==> src/pkg/tweb_map.svh <==
// named constants of the two-wire memory bus slave
// assumes inclusion by the package and the core file only
`ifndef TWEB_MAP_SVH
`define TWEB_MAP_SVH

// word framing
`define TWEB_MSB 7
`define TWEB_WORD_LEN 4'h8
`define TWEB_CNT_ZERO 4'h0
`define TWEB_CNT_ONE 4'h1

// device address word layout
`define TWEB_CODE_HI 7
`define TWEB_CODE_LO 4
`define TWEB_DEV_CODE 4'ha
`define TWEB_RW_BIT 0

// buffering
`define TWEB_FIFO_DEPTH 4

`endif

==> src/pkg/tweb_pkg.sv <==
// types shared by the two-wire memory bus slave
// assumes the constants header is on the include path
`include "tweb_map.svh"

package tweb_pkg;

    // one byte on the wire
    typedef logic [`TWEB_MSB:0] tweb_byte_t;

    // received word handed to the memory side
    typedef struct packed {
        logic first;
        tweb_byte_t data;
    } tweb_wr_word_t;

    // bus phases
    typedef enum logic [2:0] {
        PH_IDLE,
        PH_ADDR,
        PH_ACK,
        PH_RX,
        PH_TX,
        PH_MACK
    } tweb_phase_t;

    // whole state of the core
    typedef struct packed {
        logic [2:0] sclSync;
        logic [2:0] sdaSync;
        logic sclF;
        logic sdaF;
        tweb_phase_t phase;
        logic [3:0] bitCnt;
        tweb_byte_t shift;
        logic isRead;
        logic firstWord;
        logic gotData;
        logic hostNack;
        logic oeN;
        logic zeroDrv;
        logic standby;
        logic wrStart;
        logic txNext;
        logic pushValid;
        tweb_wr_word_t pushWord;
    } tweb_core_t;

endpackage

==> src/core/tweb_slave.sv <==
// two-wire serial memory bus slave: framing, shifting and acknowledge
// assumes pins arrive asynchronous, sda is open drain with a pull-up,
// and the memory side runs on core_clk
//
// Summary of operation
// [RULE1] data only changes while the clock is low
// [RULE2] a data edge with clock high is start or stop, never a bit
// [RULE3] a start begins every command; before it the bus is ignored
// [RULE4] a stop ends the current sequence
// [RULE5] a stop after a read returns the device to standby
// [RULE6] addresses and data move as 8-bit words, one bit per clock
// [RULE7] each received word is acknowledged low on the ninth clock; a data word that finds the buffer full gets no acknowledge
// [RULE8] standby at power-up and after stop once internal work ends
// [RULE9] controller recovers bus with up to 9 clocks then a start
// [RULE10] the data line is released unless a zero is driven
// [RULE11] the four top address bits must match the fixed pattern
// [RULE12] address bit zero high means read, low means write
// [RULE13] matching address is acknowledged, else back to standby
// [RULE14] no address acknowledge while an internal write runs
`timescale 1ns/1ps
`include "tweb_map.svh"

// ----------------------------------------------------------------
// shift-register fifo, head entry always at index zero
// ----------------------------------------------------------------
module tweb_fifo #(
    parameter int WIDTH = 9,
    parameter int DEPTH = `TWEB_FIFO_DEPTH
) (
    // clock and reset
    input wire logic core_clk,
    input wire logic srst,
    // filling side
    input wire logic inValid,
    output logic inReady,
    input wire logic [WIDTH-1:0] inData,
    // draining side
    output logic outValid,
    input wire logic outReady,
    output logic [WIDTH-1:0] outData
);
    typedef struct packed {
        logic [DEPTH:0] vld;
        logic [DEPTH:0][WIDTH-1:0] data;
    } tweb_fifo_st_t;

    tweb_fifo_st_t q;
    tweb_fifo_st_t d;
    logic pop;
    logic push;
    logic [DEPTH-1:0] nxtVld;
    logic [DEPTH-1:0][WIDTH-1:0] nxtData;

    // head and full taken straight from the entry flops
    assign inReady = !q.vld[DEPTH-1];
    assign outValid = q.vld[0];
    assign outData = q.data[0];
    assign pop = outReady && q.vld[0];
    assign push = inValid && inReady;

    // each entry shifts down on pop, the first free one takes a push
    for (genvar i = 0; i < DEPTH; i++) begin : g_entry
        logic sv;
        logic svBelow;
        assign sv = pop ? q.vld[i+1] : q.vld[i];
        if (i == 0) begin : g_head
            assign svBelow = 1'b1;
        end else begin : g_tail
            assign svBelow = pop ? q.vld[i] : q.vld[i-1];
        end
        assign nxtVld[i] = sv || (push && svBelow);
        assign nxtData[i] = (push && svBelow && !sv) ? inData :
                            (pop ? q.data[i+1] : q.data[i]);
    end

    // gather entries; the spare top slot stays empty
    always_comb begin
        d = q;
        d.vld = {1'b0, nxtVld};
        d.data = {{WIDTH{1'b0}}, nxtData};
    end

    always_ff @(posedge core_clk) begin
        if (srst) begin
            q <= '0;
        end else begin
            q <= d;
        end
    end
endmodule

// ----------------------------------------------------------------
// bus slave core
// ----------------------------------------------------------------
module tweb_slave
    import tweb_pkg::*;
#(
    parameter int FIFO_DEPTH = `TWEB_FIFO_DEPTH
) (
    // clock and reset
    input wire logic core_clk,
    input wire logic srst,
    // two-wire pins
    input wire logic sclPin,
    input wire logic sdaPin,
    output logic sdaDrive,
    output logic sdaOeN,
    // memory side, read data
    input wire tweb_byte_t txByte,
    output logic txNext,
    // memory side, received words
    output tweb_wr_word_t rxWord,
    output logic rxValid,
    input wire logic rxReady,
    // memory side, write cycle
    input wire logic writeBusy,
    output logic writeStart,
    output logic standby
);
    tweb_core_t q;
    tweb_core_t d;
    logic sclNew;
    logic sdaNew;
    logic sclRise;
    logic sclFall;
    logic startEv;
    logic stopEv;
    logic addrDone;
    logic addrMatch;
    logic pushReady;
    logic wordDone;
    logic loadTx;

    // --------------------------------------------------------------
    // pin filter and events
    // --------------------------------------------------------------
    // a level counts only once the 2nd and 3rd flops agree
    assign sclNew = (q.sclSync[1] == q.sclSync[2]) ? q.sclSync[2] : q.sclF;
    assign sdaNew = (q.sdaSync[1] == q.sdaSync[2]) ? q.sdaSync[2] : q.sdaF;
    assign sclRise = sclNew && !q.sclF;
    assign sclFall = !sclNew && q.sclF;
    // data edges with clock held high are framing only
    assign startEv = q.sclF && sclNew && q.sdaF && !sdaNew; // [RULE2]
    assign stopEv = q.sclF && sclNew && !q.sdaF && sdaNew; // [RULE2]
    assign wordDone = sclFall && (q.bitCnt == `TWEB_WORD_LEN);
    assign addrDone = wordDone && (q.phase == PH_ADDR);
    assign addrMatch =
        (q.shift[`TWEB_CODE_HI:`TWEB_CODE_LO] == `TWEB_DEV_CODE);

    // --------------------------------------------------------------
    // received word buffer
    // --------------------------------------------------------------
    // a full buffer makes the core refuse the word with no acknowledge
    tweb_fifo #(
        .WIDTH($bits(tweb_wr_word_t)),
        .DEPTH(FIFO_DEPTH)
    ) u_fifo (
        .core_clk(core_clk),
        .srst(srst),
        .inValid(q.pushValid),
        .inReady(pushReady),
        .inData(q.pushWord),
        .outValid(rxValid),
        .outReady(rxReady),
        .outData(rxWord)
    );

    // --------------------------------------------------------------
    // next state
    // --------------------------------------------------------------
    always_comb begin
        d = q;
        loadTx = 1'b0;
        d.sclSync = {q.sclSync[1:0], sclPin};
        d.sdaSync = {q.sdaSync[1:0], sdaPin};
        d.sclF = sclNew;
        d.sdaF = sdaNew;
        d.wrStart = 1'b0;
        d.txNext = 1'b0;
        if (q.pushValid && pushReady) begin
            d.pushValid = 1'b0;
        end
        // idle with no write pending is standby
        d.standby = (q.phase == PH_IDLE) && !writeBusy && !q.wrStart; // [RULE8]
        if (stopEv) begin
            // only a stop after written data launches the write cycle
            d.wrStart = !q.isRead && q.gotData; // [RULE4] [RULE8]
            d.phase = PH_IDLE; // [RULE4] [RULE5]
            d.oeN = 1'b1;
            d.gotData = 1'b0;
        end else if (startEv) begin
            // repeated start is legal from any phase
            d.phase = PH_ADDR; // [RULE3]
            d.bitCnt = `TWEB_CNT_ZERO;
            d.oeN = 1'b1;
            d.gotData = 1'b0;
        end else if (sclRise) begin
            // sample on the rising edge, data is stable while high
            unique case (q.phase)
                PH_ADDR, PH_RX: begin
                    d.shift = {q.shift[`TWEB_MSB-1:0], q.sdaF}; // [RULE6]
                    d.bitCnt = q.bitCnt + `TWEB_CNT_ONE;
                end
                PH_TX: begin
                    d.bitCnt = q.bitCnt + `TWEB_CNT_ONE; // [RULE6]
                end
                PH_MACK: begin
                    d.hostNack = q.sdaF;
                end
                PH_IDLE, PH_ACK: begin
                end
            endcase
        end else if (sclFall) begin
            // drive changes only just after the falling edge
            unique case (q.phase)
                PH_ADDR: begin
                    if (addrDone) begin
                        if (addrMatch && !writeBusy) begin // [RULE11] [RULE14]
                            d.oeN = 1'b0; // [RULE13]
                            d.isRead = q.shift[`TWEB_RW_BIT]; // [RULE12]
                            d.firstWord = 1'b1;
                            d.phase = PH_ACK;
                        end else begin
                            d.phase = PH_IDLE; // [RULE13]
                        end
                    end
                end
                PH_RX: begin
                    if (wordDone) begin
                        if (!q.pushValid && pushReady) begin
                            d.pushValid = 1'b1;
                            d.pushWord = {q.firstWord, q.shift};
                            d.gotData = q.gotData || !q.firstWord;
                            d.firstWord = 1'b0;
                            d.oeN = 1'b0; // [RULE7]
                            d.phase = PH_ACK;
                        end else begin
                            d.phase = PH_IDLE;
                        end
                    end
                end
                PH_ACK: begin
                    d.oeN = 1'b1; // [RULE10]
                    d.bitCnt = `TWEB_CNT_ZERO;
                    if (q.isRead) begin
                        loadTx = 1'b1;
                    end else begin
                        d.phase = PH_RX;
                    end
                end
                PH_TX: begin
                    if (wordDone) begin
                        d.oeN = 1'b1; // [RULE10]
                        d.phase = PH_MACK;
                    end else begin
                        d.shift = {q.shift[`TWEB_MSB-1:0], 1'b0};
                        d.oeN = q.shift[`TWEB_MSB-1]; // [RULE10]
                    end
                end
                PH_MACK: begin
                    // host acknowledge asks for the next byte
                    if (!q.hostNack) begin
                        d.bitCnt = `TWEB_CNT_ZERO;
                        loadTx = 1'b1;
                    end else begin
                        d.phase = PH_IDLE;
                    end
                end
                PH_IDLE: begin
                end
            endcase
        end
        // put the next read byte on the wire, msb first
        if (loadTx) begin
            d.shift = txByte;
            d.oeN = txByte[`TWEB_MSB]; // [RULE1] [RULE10]
            d.txNext = 1'b1;
            d.phase = PH_TX;
        end
    end

    // --------------------------------------------------------------
    // state register
    // --------------------------------------------------------------
    // pins reset to released so power-up never holds the bus
    always_ff @(posedge core_clk) begin
        if (srst) begin
            q <= '0;
            q.sclSync <= 3'h7;
            q.sdaSync <= 3'h7;
            q.sclF <= 1'b1;
            q.sdaF <= 1'b1;
            q.phase <= PH_IDLE;
            q.oeN <= 1'b1;
            q.standby <= 1'b1; // [RULE8]
        end else begin
            q <= d;
        end
    end

    // outputs are flops of the state
    assign sdaDrive = q.zeroDrv;
    assign sdaOeN = q.oeN;
    assign txNext = q.txNext;
    assign writeStart = q.wrStart;
    assign standby = q.standby;
endmodule

==> config.mk <==
export PLATFORM = sky130hd
export DESIGN_NAME = tweb_slave
export DESIGN_NICKNAME = d
export VERILOG_FILES = /design/src/pkg/tweb_pkg.sv /design/src/core/tweb_slave.sv
export VERILOG_INCLUDE_DIRS = /design/src /design/src/pkg
export SDC_FILE = /design/constraint.sdc
export NUM_CORES = 1
export LEC_CHECK = 0
export ABC_AREA = 1
export ABC_CLOCK_PERIOD_IN_PS = 5800
export BUFFER_PORTS_ARGS = -buffer_cell sky130_fd_sc_hd__buf_2
export CORE_MARGIN = 2
export CORE_UTILIZATION = 64
export CTS_CLUSTER_DIAMETER = 200
export DETAILED_ROUTE_END_ITERATION = 16
export GPL_TIMING_DRIVEN = 0
export PLACE_DENSITY = 0.85
export SLEW_MARGIN = 20
export SYNTH_ARGS = -nofsm -noshare
export SYNTH_HDL_FRONTEND = slang
export SYNTH_SLANG_ARGS = --single-unit
==> constraint.sdc <==
create_clock -name core_clk -period 5.8 [get_ports core_clk]
set_input_delay 0.29 -clock core_clk [delete_from_list [all_inputs] [get_ports core_clk]]
set_output_delay 0.29 -clock core_clk [all_outputs]
set_load 0.02 [all_outputs]
==> summary.txt <==
Setup path
  • Crit path required time: a little over 6000 ps
  • Arrival @ worst endpoint: 2550 ps
  • CP Launch Type: flip-flop
  • CP endpoint kind: flip-flop
  • CP peak stage delay: around 430 ps
  • Reg2reg start: q[35]
  • Cell repeated most along the worst path: nand2_1
  • CP Max Fanout: 7
  • Critical path class: flip-flop to flip-flop
  • Critical-path cell list: nand2_1 > nand2_1 > o21a_1 > ha_1 > nand2_1 > nor2_2 > nor2_1 > a21oi_2 > nand2_1 > nand2_1 > a21oi_1
  • Critical Path Slowest Stage Cell: dfxtp_1
  • CP startpoint: q[35]

Placement
  • Placed insts: between 700 and 800
  • IO buf count: 26
  • Hpwl dp: 7470 um
  • GP Congestion: 0.895

Clock network
  • Worst-Skew Late Latency: 380 ps
  • Sink Count: 81
  • Root buffer cell: clkbuf_8
  • H-tree levels: 3
  • Post-CTS Repair Setup Buffers: 0
  • Quantity of gates resized following cts: 0
  • Hold Buf Count CTS: 0
  • CTS Buffer Depth: 2
  • CTS tree: built
  • Clock-pin slew on the worst setup and hold paths: around 100 ps
  • Total CTS buffers: 9

Finish
  • N_diodes: 0
  • Final-stage net count: about 660
  • Most frequent cells in the layout: nand2_1 (182), dfxtp_1 (81), a21oi_1 (66)
  • Register area: roughly 1600 um^2
  • Fin cells: 722
  • Area Overhead vs Synth: 10.4%
  • Final core occ: 72.5%
  • Layout cell share with drive strength beyond 1: approximately 16%
  • Commonest non-fill, non-tap cell in the layout: nand2_1
  • Multi-input gate area: 2120 um^2
  • Fill cells: 532

Yosys
  • Sequential fraction of the synthesis area: 39.1%
  • Synth Cell Area: 4140 um^2
  • Syn_nets: around 630
  • EDFF count, synth: 0
  • Synth Area per Inst: 6.87 um^2
  • Post-synth ARST share: 0%
  • Ys flop type: dfxtp_1
  • Flops & latches, synth: approximately 80
  • Cells after Synth: 603
  • Warnings from Yosys: 0
  • Cell variety after synth: 37

Pwr
  • Power, Total: about 1.0 mW
  • VDD IR max: around 0.17 mV
  • Leakage power: 2.17 nW
  • Pwr Density: roughly 230 nW/um^2

Floorplan
  • Die H: 84.5 um
  • Die width: 84.5 um
  • Die Area: 7130 um^2
  • Standard-cell rows: 29
  • Core area: between 6000 and 7000 um^2
  • Starting Density: between 60% and 70%
  • # IOs: 29

Outcome
  • Status: complete, no violations

Global routing
  • GR Util All Layers: 29.4%
  • GR Overflow Total: 0
  • Global-route wire length before repair: 16800 um
  • Vias in the first global route: 3727
  • Antenna violations before repair: 0
  • Largest net degree at the start of global routing: 17

STA
  • Peak Freq: 432 MHz
  • Clk_skew: 19.0 ps
  • Relative slew slack: between 60% and 70%
  • Setup violations, final: 0
  • Tightest Pin Transition: a little over 500 ps
  • Hold Fails Final Rpt: 0
  • Final period util: around 40%
  • RSZ-0062 raised after global routing: no
  • Period minus WS final: around 2300 ps
  • Max-slew violation count: 0
  • TNS Setup: 0 ps
  • Hold_ws: 91.3 ps

Detailed routing
  • Drt via density: 5.51
  • Number of remaining DRC errors: 0
  • Final wirelength: about 10000 um
  • Routed WL per cell: 14.0 um
  • Routed Antenna Nets: 0
  • Via count: between 3000 and 4000
  • DR iter-0 viols: 183
  • TritonRoute pass-1 iters: 5

Job
  • MaxCap Viol Count: 0

Hold path
  • HP Start: sclPin
  • Hold WC Path Type: primary input to flip-flop
## layout make-up
cell class,count,share of cell area (%)
inverters,57,4.73
well taps,77,2.10
flip-flops and latches,81,35.4
plain buffers,31,4.16
repair buffers,26,2.84
multi-input cells,434,46.2
clock inverters,7,1.80
clock buffers,9,2.71
## path summary, 6_finish.rpt
kind	to	slack, ps	cells after the start
setup / recovery	q[28]	3480	11
hold / removal	d[40]	90	2
setup reg to reg	q[28]	3480	11
hold reg to reg	d[38]	390	1
## where the power goes
group | switching [mW] | total, mW | internal, mW
registers | 0.00129 | 0.559 | 0.558
logic | 0.0195 | 0.0289 | 0.00942
clock network | 0.239 | 0.445 | 0.206
## flip-flops by register name (all words and copies together), names as in the netlist
signal / cells
q: 33
d: 4
standby: 1
u_fifo.outValid: 1
sdaOeN: 1
u_fifo.q: 30
writeStart: 1
u_fifo.outData: 9
txNext: 1
## cell families (layout without fill, tap and decap cells)
group,Yosys count,after routing,share of synthesized area [%]
simple gates,301,301,32.5
compound gates,122,122,15.5
buf+inv,88,130,9.81
flops,81,81,39.1
fa+ha+maj,9,9,2.72
other cells,1,1,0.0905
xor+xnor,1,1,0.211
## critical path, delay by kind of cell (launching register included)
| kind | cells | cell delay [ps] |
|---|---|---|
| AO/OA/AOI/OAI | 3 | 490 |
| adder cells (fa/ha/maj) | 1 | 300 |
| flip-flops | 1 | 430 |
| AND/OR/NAND/NOR | 7 | 970 |
## layer usage
layer | vias to the layer above | GRT usage, % | wire length (um)
met1 | 1819 | 34.1 | 4300
met4 | 0 | 12.1 | 212
li1 | 2011 | - | -
met2 | 126 | 54.0 | 5160
met5 | - | 0 | 0
met3 | 19 | 4.13 | 460
## metrics by stage
stage | area [um^2] | setup slack, ps
5_1_grt | 4580 | 3320
6_report | 4580 | 3480
2_1_floorplan | 4140 | 3930
4_1_cts | 4580 | 3510
3_5_place_dp | 4370 | 3520
3_3_place_gp | 4370 | 3600
## synth_stat cells, types with 7 or more instances
cell type | n | area share (%)
a21oi_1 | 66 | 8.0
buf_4 | 12 | 2.2
clkbuf_1 | 9 | 0.82
dfxtp_1 | 81 | 39
ha_1 | 9 | 2.7
inv_1 | 46 | 4.2
inv_2 | 9 | 0.82
nand2_1 | 182 | 16
nand2_2 | 7 | 1.1
nand3_1 | 33 | 4.0
nor2_1 | 44 | 4.0
nor2_2 | 7 | 1.1
nor3_1 | 7 | 0.85
o21ai_0 | 39 | 4.7
No activity file was read; power rests on OpenSTA's default activity.
